<file path="config.mk">
export PLATFORM = sky130hd
export DESIGN_NAME = rx_wake_uart
export DESIGN_NICKNAME = d
export VERILOG_FILES = /design/src/rx_wake_pkg.sv /design/src/op_clock_tick.sv /design/src/rx_wake_uart.sv
export SDC_FILE = /design/constraint.sdc
export NUM_CORES = 1
export LEC_CHECK = 0
export ABC_AREA = 1
export BUFFER_PORTS_ARGS = -buffer_cell sky130_fd_sc_hd__buf_4
export CORE_AREA = 4 4 128 130
export CTS_CLUSTER_DIAMETER = 60
export DETAILED_ROUTE_END_ITERATION = 16
export DIE_AREA = 0 0 132 134
export GPL_ROUTABILITY_DRIVEN = 0
export GPL_TIMING_DRIVEN = 0
export SYNTH_ARGS = -nofsm -noshare
export SYNTH_HDL_FRONTEND = slang
export SYNTH_SLANG_ARGS = --single-unit
</file>
<file path="constraint.sdc">
create_clock -name ref_clk -period 3.3 [get_ports ref_clk]
set_clock_uncertainty 0.05 [all_clocks]
set_input_delay 0.33 -clock ref_clk [delete_from_list [all_inputs] [get_ports ref_clk]]
set_output_delay 0.33 -clock ref_clk [all_outputs]
set_load 0.05 [all_outputs]
</file>
<file path="src/rx_wake_pkg.sv">
// constants for the standby-capable serial receiver
package rx_wake_pkg;
  localparam int ADDR_W = 4;
  localparam int DATA_W = 16;
  // register indices on the plain register port
  localparam logic [3:0] A_OUT_LEVEL = 4'h0;
  localparam logic [3:0] A_OUT_GATE = 4'h1;
  localparam logic [3:0] A_START = 4'h2;
  localparam logic [3:0] A_STOP = 4'h3;
  localparam logic [3:0] A_COMM = 4'h4;
  localparam logic [3:0] A_DATA = 4'h5;
  localparam logic [3:0] A_PRESCALE = 4'h6;
  localparam logic [3:0] A_STANDBY = 4'h7;
  localparam logic [3:0] A_STATUS = 4'h8;
  localparam logic [3:0] A_FLAG_CLR = 4'h9;
  // reset values
  localparam logic [15:0] OUT_LEVEL_RST = 16'h0F0F;
  localparam logic [15:0] OUT_GATE_RST = 16'h0000;
  localparam logic [6:0] DIV_RST = 7'h4F;
  localparam logic [3:0] PRS_RST = 4'h0;
  // field positions
  localparam int RX_CH_BIT = 1;
  localparam int COMM_RXE = 0;
  localparam int COMM_EOC = 1;
  localparam int COMM_PAR_LO = 2;
  localparam int COMM_LSB = 4;
  localparam int COMM_LEN7 = 5;
  localparam int DIV_LO = 9;
  localparam int SBY_WAKE = 0;
  localparam int SBY_SUPP = 1;
  localparam int ST_PE = 0;
  localparam int ST_FE = 1;
  localparam int ST_OV = 2;
  localparam int ST_FULL = 3;
  localparam int ST_BUSY = 4;
  localparam int ST_EN = 5;
  // parity modes
  localparam logic [1:0] PAR_NONE = 2'h0;
  localparam logic [1:0] PAR_ZERO = 2'h1;
  localparam logic [1:0] PAR_EVEN = 2'h2;
  localparam logic [1:0] PAR_ODD = 2'h3;
  // wake-mode line rate and divider table values
  localparam int WAKE_BPS = 4800;
  localparam logic [6:0] WAKE_DIV_A = 7'h4F;
  localparam logic [6:0] WAKE_DIV_B = 7'h69;
  typedef enum logic [2:0] {
    st_idle, st_start, st_data, st_par, st_stop
  } rx_state_t;
endpackage

</file>
<file path="src/op_clock_tick.sv">
// prescaler giving one pulse per channel operation clock period
`timescale 1ns/1ns
module op_clock_tick
  import rx_wake_pkg::*;
#(
  parameter int CNT_W = 15
) (
  input wire logic ref_clk,
  input wire logic sys_rst,
  input wire logic [3:0] prs_sel,
  output logic op_tick
);
  initial begin
    if (CNT_W < 1 || CNT_W > 15) begin
      $error("op_clock_tick: CNT_W out of range");
    end
  end

  logic [CNT_W-1:0] cnt_r;
  logic [CNT_W-1:0] mask;

  // divide by two to the power of prs_sel
  always_comb begin
    mask = '0;
    for (int i = 0; i < CNT_W; i++) begin
      mask[i] = (i < int'(prs_sel));
    end
  end

  always_ff @(posedge ref_clk) begin
    if (sys_rst) begin
      cnt_r <= '0;
    end else begin
      cnt_r <= cnt_r + 1'b1;
    end
  end

  assign op_tick = ((cnt_r & mask) == mask);
endmodule

</file>
<file path="src/rx_wake_uart.sv">
// receive channel with standby wake reception and register port
//
// The address map and the address-and-strobe port were chosen for this implementation.
`timescale 1ns/1ns

////////////////////////////////////////////////////////////////////
// Summary of operation
// RL1 - output level bits never touched by receiver
// RL2 - software starts only the receive channel
// RL3 - wait four op clocks before start
// RL4 - receive on pin activity during halt
// RL5 - without wake mode, halt stops reception
// RL6 - wake mode only on channel zero
// RL7 - reprogram prescaler and divider before halt
// RL8 - error select and suppress gate error interrupt
// RL9 - set wake control just before halt
// RL10 - start receive channel before wake use
// RL11 - start bit during halt begins reception
// RL12 - wake mode needs internal fast oscillator
// RL13 - wake mode line rate is 4800 bps
// RL14 - wake start outside halt may corrupt
// RL15 - suppress blocks error flags and interrupt
// RL16 - clear flags, read data before wake
// RL17 - valid edge in halt raises wake request
// RL18 - short pulse starts nothing, stays awake
// RL19 - divider 79 for 24/12/6/3 MHz
// RL20 - divider 105 for 16/8/4/2/1 MHz
// RL21 - narrow deviation window for worse oscillator
// RL22 - transmitter stays inside deviation window
// RL23 - sample bit centres from start edge
// RL24 - rate is op clock/(divider+1)/2
// RL25 - divider values zero and one forbidden
// RL26 - select off: no error irq, end irq
module rx_wake_uart
  import rx_wake_pkg::*;
#(
  parameter bit WAKE_CAPABLE = 1'b1,
  parameter int PRS_CNT_W = 15
) (
  input wire logic ref_clk,
  input wire logic sys_rst,
  input wire logic [ADDR_W-1:0] reg_addr,
  input wire logic [DATA_W-1:0] reg_wdata,
  input wire logic reg_wr,
  input wire logic reg_rd,
  output logic [DATA_W-1:0] reg_rdata,
  input wire logic serial_receive_pin,
  input wire logic halt_standby,
  output logic wake_request,
  output logic receive_end_interrupt,
  output logic receive_error_interrupt,
  output logic [3:0] serial_data_out,
  output logic [3:0] clock_output_bits,
  output logic [3:0] serial_output_gate
);
  initial begin
    if (PRS_CNT_W < 15) begin
      $error("rx_wake_uart: prescaler too short");
    end
  end

  function automatic logic hit(input logic [ADDR_W-1:0] a);
    hit = reg_wr && (reg_addr == a);
  endfunction

  ////////////////////////////////////////////////////////////////////
  // software registers
  logic [15:0] out_level_r;
  logic [15:0] out_gate_r;
  logic rx_en_r;
  logic eoc_r;
  logic [1:0] par_mode_r;
  logic lsb_first_r;
  logic len7_r;
  logic [6:0] div_r;
  logic [3:0] prs_r;
  logic wake_ctrl_r;
  logic suppress_r;
  logic chan_en_r;

  // output level and gate only follow software writes
  always_ff @(posedge ref_clk) begin
    if (sys_rst) begin
      out_level_r <= OUT_LEVEL_RST;
      out_gate_r <= OUT_GATE_RST;
    end else begin
      if (hit(A_OUT_LEVEL)) begin
        out_level_r <= reg_wdata; // RL1
      end
      if (hit(A_OUT_GATE)) begin
        out_gate_r <= reg_wdata;
      end
    end
  end

  always_ff @(posedge ref_clk) begin
    if (sys_rst) begin
      rx_en_r <= 1'b0;
      eoc_r <= 1'b0;
      par_mode_r <= PAR_NONE;
      lsb_first_r <= 1'b1;
      len7_r <= 1'b0;
    end else if (hit(A_COMM)) begin
      rx_en_r <= reg_wdata[COMM_RXE];
      eoc_r <= reg_wdata[COMM_EOC];
      par_mode_r <= reg_wdata[COMM_PAR_LO +: 2];
      lsb_first_r <= reg_wdata[COMM_LSB];
      len7_r <= reg_wdata[COMM_LEN7];
    end
  end

  // divider and prescaler are retuned by software for wake mode
  always_ff @(posedge ref_clk) begin
    if (sys_rst) begin
      div_r <= DIV_RST;
      prs_r <= PRS_RST;
    end else begin
      if (hit(A_DATA)) begin
        div_r <= reg_wdata[DIV_LO +: 7]; // RL7 RL13
      end
      if (hit(A_PRESCALE)) begin
        prs_r <= reg_wdata[3:0]; // RL7
      end
    end
  end

  // wake control is hard-wired off on channels without wake support
  always_ff @(posedge ref_clk) begin
    if (sys_rst) begin
      wake_ctrl_r <= 1'b0;
      suppress_r <= 1'b0;
    end else if (hit(A_STANDBY)) begin
      wake_ctrl_r <= reg_wdata[SBY_WAKE] & WAKE_CAPABLE; // RL6
      suppress_r <= reg_wdata[SBY_SUPP] & WAKE_CAPABLE; // RL6
    end
  end

  // only the receive channel bit of the start trigger has effect
  always_ff @(posedge ref_clk) begin
    if (sys_rst) begin
      chan_en_r <= 1'b0;
    end else if (hit(A_START) && reg_wdata[RX_CH_BIT]) begin
      chan_en_r <= 1'b1; // RL2 RL10
    end else if (hit(A_STOP) && reg_wdata[RX_CH_BIT]) begin
      chan_en_r <= 1'b0;
    end
  end

  ////////////////////////////////////////////////////////////////////
  // pin synchroniser and operation clock
  logic pin_meta_r;
  logic pin_sync_r;
  logic pin_prev_r;
  logic op_tick;

  always_ff @(posedge ref_clk) begin
    if (sys_rst) begin
      pin_meta_r <= 1'b1;
      pin_sync_r <= 1'b1;
      pin_prev_r <= 1'b1;
    end else begin
      pin_meta_r <= serial_receive_pin;
      pin_sync_r <= pin_meta_r;
      pin_prev_r <= pin_sync_r;
    end
  end

  op_clock_tick #(
    .CNT_W(PRS_CNT_W)
  ) u_tick (
    .ref_clk(ref_clk),
    .sys_rst(sys_rst),
    .prs_sel(prs_r),
    .op_tick(op_tick)
  );

  ////////////////////////////////////////////////////////////////////
  // receive engine
  rx_state_t state_r;
  logic [7:0] cnt_r;
  logic [3:0] bit_r;
  logic [7:0] shift_r;
  logic par_bit_r;
  logic fall;
  logic rx_allowed;
  logic [7:0] half_bit;
  logic [7:0] full_bit;
  logic [3:0] last_bit;
  logic frame_done;
  logic [7:0] frame_data;
  logic par_err;
  logic stop_err;

  assign fall = pin_prev_r & ~pin_sync_r;
  // halt stops the channel unless wake reception is armed
  assign rx_allowed = chan_en_r & rx_en_r
                      & (~halt_standby | wake_ctrl_r); // RL4 RL5
  // counts end at zero so a 256-tick bit still fits eight bits
  assign half_bit = {1'b0, div_r}; // RL24
  assign full_bit = {div_r, 1'b1}; // RL24
  assign last_bit = len7_r ? 4'h6 : 4'h7;

  always_ff @(posedge ref_clk) begin
    if (sys_rst || !rx_allowed) begin
      state_r <= st_idle; // RL5
      cnt_r <= 8'h00;
      bit_r <= 4'h0;
      shift_r <= 8'h00;
      par_bit_r <= 1'b0;
    end else begin
      case (state_r)
        st_idle: begin
          // a start outside halt with wake armed is still taken
          if (fall) begin
            state_r <= st_start; // RL11 RL14
            cnt_r <= half_bit; // RL23
          end
        end
        st_start: begin
          if (op_tick) begin
            if (cnt_r != 8'h00) begin
              cnt_r <= cnt_r - 8'h01;
            end else if (pin_sync_r) begin
              state_r <= st_idle; // RL18
            end else begin
              state_r <= st_data;
              cnt_r <= full_bit;
              bit_r <= 4'h0;
            end
          end
        end
        st_data: begin
          if (op_tick) begin
            if (cnt_r != 8'h00) begin
              cnt_r <= cnt_r - 8'h01;
            end else begin
              cnt_r <= full_bit; // RL23
              if (lsb_first_r) begin
                shift_r <= {pin_sync_r, shift_r[7:1]};
              end else begin
                shift_r <= {shift_r[6:0], pin_sync_r};
              end
              bit_r <= bit_r + 4'h1;
              if (bit_r == last_bit) begin
                state_r <= (par_mode_r == PAR_NONE) ? st_stop : st_par;
              end
            end
          end
        end
        st_par: begin
          if (op_tick) begin
            if (cnt_r != 8'h00) begin
              cnt_r <= cnt_r - 8'h01;
            end else begin
              cnt_r <= full_bit;
              par_bit_r <= pin_sync_r;
              state_r <= st_stop;
            end
          end
        end
        st_stop: begin
          if (op_tick) begin
            if (cnt_r != 8'h00) begin
              cnt_r <= cnt_r - 8'h01;
            end else begin
              state_r <= st_idle;
            end
          end
        end
        default: begin
          state_r <= st_idle;
        end
      endcase
    end
  end

  assign frame_done = rx_allowed && op_tick && (state_r == st_stop)
                      && (cnt_r == 8'h00);
  // seven-bit frames shifted in from the top sit one place high
  assign frame_data = (len7_r && lsb_first_r) ? {1'b0, shift_r[7:1]}
                      : (len7_r ? {1'b0, shift_r[6:0]} : shift_r);
  assign stop_err = ~pin_sync_r;

  always_comb begin
    par_err = 1'b0;
    case (par_mode_r)
      PAR_EVEN: par_err = ^{frame_data, par_bit_r};
      PAR_ODD: par_err = ~^{frame_data, par_bit_r};
      default: par_err = 1'b0;
    endcase
  end

  ////////////////////////////////////////////////////////////////////
  // received data, flags and events
  logic [7:0] rx_data_r;
  logic full_r;
  logic pe_r;
  logic fe_r;
  logic ov_r;
  logic any_err;
  logic rd_data_hit;
  logic [2:0] clr;

  assign rd_data_hit = reg_rd && (reg_addr == A_DATA);
  assign clr = hit(A_FLAG_CLR) ? reg_wdata[2:0] : 3'b000;
  assign any_err = par_err | stop_err | full_r;

  always_ff @(posedge ref_clk) begin
    if (sys_rst) begin
      rx_data_r <= 8'h00;
      full_r <= 1'b0;
    end else if (frame_done) begin
      rx_data_r <= frame_data;
      full_r <= 1'b1;
    end else if (rd_data_hit) begin
      full_r <= 1'b0;
    end
  end

  // a new error wins over a clear in the same cycle
  always_ff @(posedge ref_clk) begin
    if (sys_rst) begin
      pe_r <= 1'b0;
      fe_r <= 1'b0;
      ov_r <= 1'b0;
    end else begin
      pe_r <= (frame_done & par_err & ~suppress_r)
              | (pe_r & ~clr[ST_PE]); // RL15
      fe_r <= (frame_done & stop_err & ~suppress_r)
              | (fe_r & ~clr[ST_FE]); // RL15
      ov_r <= (frame_done & full_r & ~suppress_r)
              | (ov_r & ~clr[ST_OV]); // RL15
    end
  end

  always_ff @(posedge ref_clk) begin
    if (sys_rst) begin
      receive_end_interrupt <= 1'b0;
      receive_error_interrupt <= 1'b0;
      wake_request <= 1'b0;
    end else begin
      // end interrupt fires even when the error interrupt is masked
      receive_end_interrupt <= frame_done; // RL26
      receive_error_interrupt <= frame_done & any_err
                                 & eoc_r & ~suppress_r; // RL8 RL15 RL26
      wake_request <= halt_standby & wake_ctrl_r & rx_allowed
                      & fall & (state_r == st_idle); // RL17 RL4
    end
  end

  ////////////////////////////////////////////////////////////////////
  // read port
  always_ff @(posedge ref_clk) begin
    if (sys_rst) begin
      reg_rdata <= 16'h0000;
    end else if (reg_rd) begin
      case (reg_addr)
        A_OUT_LEVEL: reg_rdata <= out_level_r;
        A_OUT_GATE: reg_rdata <= out_gate_r;
        A_START: reg_rdata <= 16'h0000;
        A_STOP: reg_rdata <= 16'h0000;
        A_COMM: reg_rdata <= {10'h000, len7_r, lsb_first_r,
                              par_mode_r, eoc_r, rx_en_r};
        A_DATA: reg_rdata <= {div_r, 1'b0, rx_data_r};
        A_PRESCALE: reg_rdata <= {12'h000, prs_r};
        A_STANDBY: reg_rdata <= {14'h0000, suppress_r, wake_ctrl_r};
        A_STATUS: reg_rdata <= {10'h000, chan_en_r,
                                (state_r != st_idle), full_r,
                                ov_r, fe_r, pe_r};
        default: reg_rdata <= 16'h0000;
      endcase
    end else begin
      reg_rdata <= 16'h0000;
    end
  end

  assign serial_data_out = out_level_r[3:0];
  assign clock_output_bits = out_level_r[11:8];
  assign serial_output_gate = out_gate_r[3:0];
endmodule

</file>
Word level (Yosys, flattened, before mapping):

Cells that the tools add are included.

* register bits: 125
* input bits: 26
* output and inout port bits: 31

* add/sub/neg operators: 3
* order comparisons: 15
* eq/ne operators: 31
* multiplexer cells: 39
* bitwise logic cells: 34
* reductions and logical operators: 37

Operators by type and width (count)
* $pmux 16 s7: 1
* $mux 8: 11
* $mux 3: 12
* $pmux 8 s4: 1
* $lt 4x4->1 const A: 7
* $ne 2x2->1 const B: 12
* $mux 4: 5
* $and 1x1->1: 19
* $eq 4x3->1 const B: 4
* $logic_and 1x1->1: 16
* $lt 3x4->1 const A: 4
* $add 15x1->15 const B: 1
* $and 15x15->15: 1
* $eq 15x15->1: 1
* $pmux 3 s5: 1
* $reduce_and 10->1: 1
* $reduce_xnor 9->1: 1
* $reduce_xor 9->1: 1
* $eq 4x2->1 const B: 2
* $eq 4x4->1 const B: 2
* $logic_not 8->1: 1
* $lt 1x4->1 const A: 2
* $lt 2x4->1 const A: 2
* $not 1->1: 8
* other kinds (28): 43

Depth between registers and ports, before layout:

* depth after elaboration: 9
* gate-level depth with buffers: 15
* mapped depth without buffers: 14

Modules after synthesis:

A second synthesis with hierarchy kept.

* cell total of the unflattened synthesis: 884
* area total of the unflattened synthesis: 6095.8 µm²

Modules (own cells, without submodules)
* rx_wake_uart: times used 1, cells an instance 728, area an instance 5166.2 µm², sequential area each 2202.1 µm²
* op_clock_tick: times used 1, cells an instance 156, area an instance 929.6 µm², sequential area each 300.3 µm²

Worst setup path before layout:

OpenSTA, ideal clock, no wires.

* path type: reg2reg
* from: register cnt_r[0]
* to: register rx_data_r[2]
* library setup time: 0.125 ns
* arrival: 1.533 ns
* setup slack: 1.592 ns
* stages on the path, launching flop included: 11
* path through: dfxtp_1 -> inv_1 -> ha_1 -> nand2_1 -> nor2_2 -> nand3_2 -> inv_1 -> nand4_1 -> buf_2 -> o21ai_0 -> a21oi_1

* word-level cells in the longest chain between the ends: 2

RTL lines
* start, declared: line rx_wake_uart.sv:180 `logic [7:0] cnt_r;`
* start signal, assigned: line rx_wake_uart.sv:216 `cnt_r <= half_bit;`
* start signal, assigned: line rx_wake_uart.sv:222 `cnt_r <= cnt_r - 8'h01;`
* start signal, assigned: line rx_wake_uart.sv:227 `cnt_r <= full_bit;`
* $logic_not 8->1: line rx_wake_uart.sv:278 `&& (cnt_r == 8'h00);`
* $logic_and 1x1->1: line rx_wake_uart.sv:278
* end signal, assigned: line rx_wake_uart.sv:313 `rx_data_r <= frame_data;`
* end, declared: line rx_wake_uart.sv:295 `logic [7:0] rx_data_r;`

No other way between the ends.
A chain may end at the register's enable or synchronous reset.

Final worst setup path:

* from: register cnt_r[0]
* to: register rx_data_r[3]

Same word-level chain as after synthesis.

==> flow_summary.yaml <==
floorplan:
  std_cell_rows: 45
  dieHeight_um: 134
  chipWidth_um: 132
  io_pins: 57
  die_area_um2: 17700
  coreArea_um2: 15100
  initial_core_util_pct: 39.4
critical_path:
  worst-r2r-cell-count: 10
  critical_path.endpoint_type: "register"
  worstReg2RegStart: "cnt_r[0]"
  ff2ff_setup_slack_ps: 1120
  required_ps: 3540
  worstPathArrival_ps: 2410
  worst-setup-path-type: "register to register"
  reg2reg_to: "rx_data_r[3]"
  cp-start-kind: "register"
  worst_path_maximum_fanout: 10
synth:
  yosysWarningCount: 0
  synth.cell_area_um2: 5960
  synthArstFlopShare_pct: 0
  netlist_top_cells_area: "sky130_fd_sc_hd__dfxtp_1 (42%), sky130_fd_sc_hd__nand2_1 (12%), sky130_fd_sc_hd__o21ai_0 (7.6%)"
  avgSynthCellArea_um2: 6.93
  sequential_area_share_after_synthesis_pct: 42.0
  synth_seq_cells: 125
  synth_enable_flop_cells: 0
  synth_top_area_share_pct: 42.0
  yosys.area.top_type: "sky130_fd_sc_hd__dfxtp_1"
  yosysUniqueCellTypes: 44
  syn_inst: 860
  ys.flop_type: "sky130_fd_sc_hd__dfxtp_1"
  syn_nets: 889
cts:
  cts_root_buffer: "sky130_fd_sc_hd__clkbuf_16"
  cts-htree-levels: 4
  ctsLongestPathBuffers: 2
  post_cts.repair.setup_buffers: 0
  cts_resized: 0
  clkSinkCount: 125
  tritoncts: "yes"
  worst_setup_hold_path_clk_slew_ps: 50
  holdBufCountCts: 0
  numCtsBuffers: 17
  clock_insertion_delay_worst_skew_ps: 420
routing:
  detail_route.drc_violations: 0
  vias_per_cell: 5.03
  drt_first_pass_iters: 5
  routed_wire_length_per_instance_um: 14.9
  drt_iter0_markers: 451
  postRouteAntennaNets: 0
  detailroute.via_count: 5703
  wirelength_um: 16900
timing:
  worst_slew_margin_rel_pct: 53.6
  finalSetupViolations: 0
  finalWorstSetupSlack_ps: 1120
  period_share_pct: 66.0
  finalSetupTns_ps: 0
  maxSlewViolCount: 0
  max_freq_mhz: 459
  final_min_period_ps: 2180
  rsz0062_at_grt: "no"
  finalHoldViolations: 0
  tightest_slew_ps: 696
finish:
  share_of_post_route_cells_with_drive_strength_above_1_pct: 14.5
  leading_cell_types_in_the_layout_fill_and_taps_excluded: "sky130_fd_sc_hd__nand2_1 (184), sky130_fd_sc_hd__dfxtp_1 (125), sky130_fd_sc_hd__nor2_1 (115)"
  area_growth_syn_to_layout_pct: 21.2
  antennaDiodeCount: 0
  finish.net_count: 964
  commonest_non_fill_non_tap_cell_in_the_layout: "sky130_fd_sc_hd__nand2_1"
global_route:
  grt_antenna_before_repair: 0
  grt_pass1_vias: 5286
  grt.overflow.total: 0
  grt_max_degree: 17
  grt.total_usage_pct: 19.3
  global_route_wire_length_before_repair_um: 27400
place:
  pre_cts_slack_ps: 1140
  dp_hpwl_um: 12400
  port_buffers: 56
pwr:
  irDropWorstVdd_mv: 0.345
  pwr_density_cell_nw_per_um2: 509
  static-leakage-power_uw: 0.00311
worst_hold_path:
  worst_hold_path.num_cells: 2
  hold_path_endpoint: "pin_meta_r"
  hold_path_class: "primary input to register"
  hold_path_startpoint: "serial_receive_pin"
flow_run:
  maxCapViolations: 0
run_status:
  outcome: "finished clean"
-- final cells by class --
| type | count | area, um^2 |
|---|---|---|
| fill | 1540 | 7920 |
| multi-input combinational | 589 | 2830 |
| sequential | 125 | 2500 |
| clock buffer | 23 | 468 |
| timing repair buffer | 56 | 420 |
| inverter | 106 | 400 |
| tap | 188 | 235 |
| buffer | 40 | 230 |
| clock inverter | 7 | 138 |
-- registers in the layout, indices dropped and copies added (netlist names), 2 cells and up --
name,flops
prs_r,4
out_gate_r,16
out_level_r,16
rx_data_r,8
reg_rdata,16
cnt_r,8
shift_r,8
u_tick.cnt_r,15
par_mode_r,2
state_r,3
bit_r,4
div_r,7
-- report_power, final --
group,internal [uW],leakage [uW],total [uW],switching (uW)
Sequential,1530,0.00101,1550,15.4
Combinational,66.0,0.00181,200,134
Clock,1290,0.000293,1930,640
Total,2890,0.00311,3680,790
-- per-layer routing --
layer  GRT usage, %  wire length [um]  share of wire (%)
met1           25.6              8030                 47
met4           7.88               454                2.7
met5              0                 0                  0
met2           31.1              7740                 46
met3           3.83               700                4.1
-- stage by stage --
| stage | power [uW] | util (%) | cell area [um^2] | hold WS, ps | instances |
|---|---|---|---|---|---|
| after global routing | 3800 | 47.7 | 7220 | 32.3 | 1134 |
| after CTS | 3710 | 47.7 | 7220 | 35.4 | 1134 |
| after global placement | 1780 | 43.7 | 6620 | 341 | 1104 |
| final | 3680 | 47.7 | 7220 | 47.1 | 1134 |
| after floorplan | 1690 | - | 5960 | 339 | 860 |
| after detailed placement | 1780 | 43.7 | 6620 | 348 | 1104 |
-- cell families (layout without fill, tap and decap cells) --
family                     after synthesis  in the layout  synth area share [%]
adders and majority gates                3              3                 0.630
xor gates and xnor gates                10             10                  1.47
AOI/OAI and AO/OA                      193            193                  18.1
buffers and inverters                  146            232                  10.6
and+or+nand+nor                        383            383                  27.3
DFF                                    125            125                  42.0
-- Yosys cell counts (5+ instances only) --
cell / n
sky130_fd_sc_hd__buf_4: 13
sky130_fd_sc_hd__nor3_1: 10
sky130_fd_sc_hd__o21ai_0: 90
sky130_fd_sc_hd__a221oi_1: 5
sky130_fd_sc_hd__nor2_1: 115
sky130_fd_sc_hd__a21oi_1: 66
sky130_fd_sc_hd__buf_2: 7
sky130_fd_sc_hd__o22ai_1: 7
sky130_fd_sc_hd__clkbuf_1: 16
sky130_fd_sc_hd__nand2_1: 184
sky130_fd_sc_hd__nand3_1: 43
sky130_fd_sc_hd__dfxtp_1: 125
sky130_fd_sc_hd__nand4_1: 6
sky130_fd_sc_hd__xor2_1: 6
sky130_fd_sc_hd__o211ai_1: 5
sky130_fd_sc_hd__inv_1: 97
-- worst max path at each step --
stage	start	end	slack [ps]	depth (start not counted)
CTS	cnt_r[0]	rx_data_r[4]	1120	10
global placement	cnt_r[0]	receive_error_interrupt	1130	10
floorplan	cnt_r[0]	rx_data_r[2]	1590	10
global route	cnt_r[0]	rx_data_r[3]	810	10
finish	cnt_r[0]	rx_data_r[3]	1120	10
detailed placement	cnt_r[0]	rx_data_r[4]	1140	10
-- critical path: stages, from the launching register on --
cell and delay, ps:
sky130_fd_sc_hd__dfxtp_1 300, sky130_fd_sc_hd__inv_1 90, sky130_fd_sc_hd__ha_1 190, sky130_fd_sc_hd__nand2_1 100, sky130_fd_sc_hd__nor2_2 120, sky130_fd_sc_hd__nand3_2 200, sky130_fd_sc_hd__inv_1 210, sky130_fd_sc_hd__nand4_1 230
sky130_fd_sc_hd__buf_2 250, sky130_fd_sc_hd__o21ai_0 240, sky130_fd_sc_hd__a21oi_1 60
Note: power is estimated with default switching activity, not from simulation.
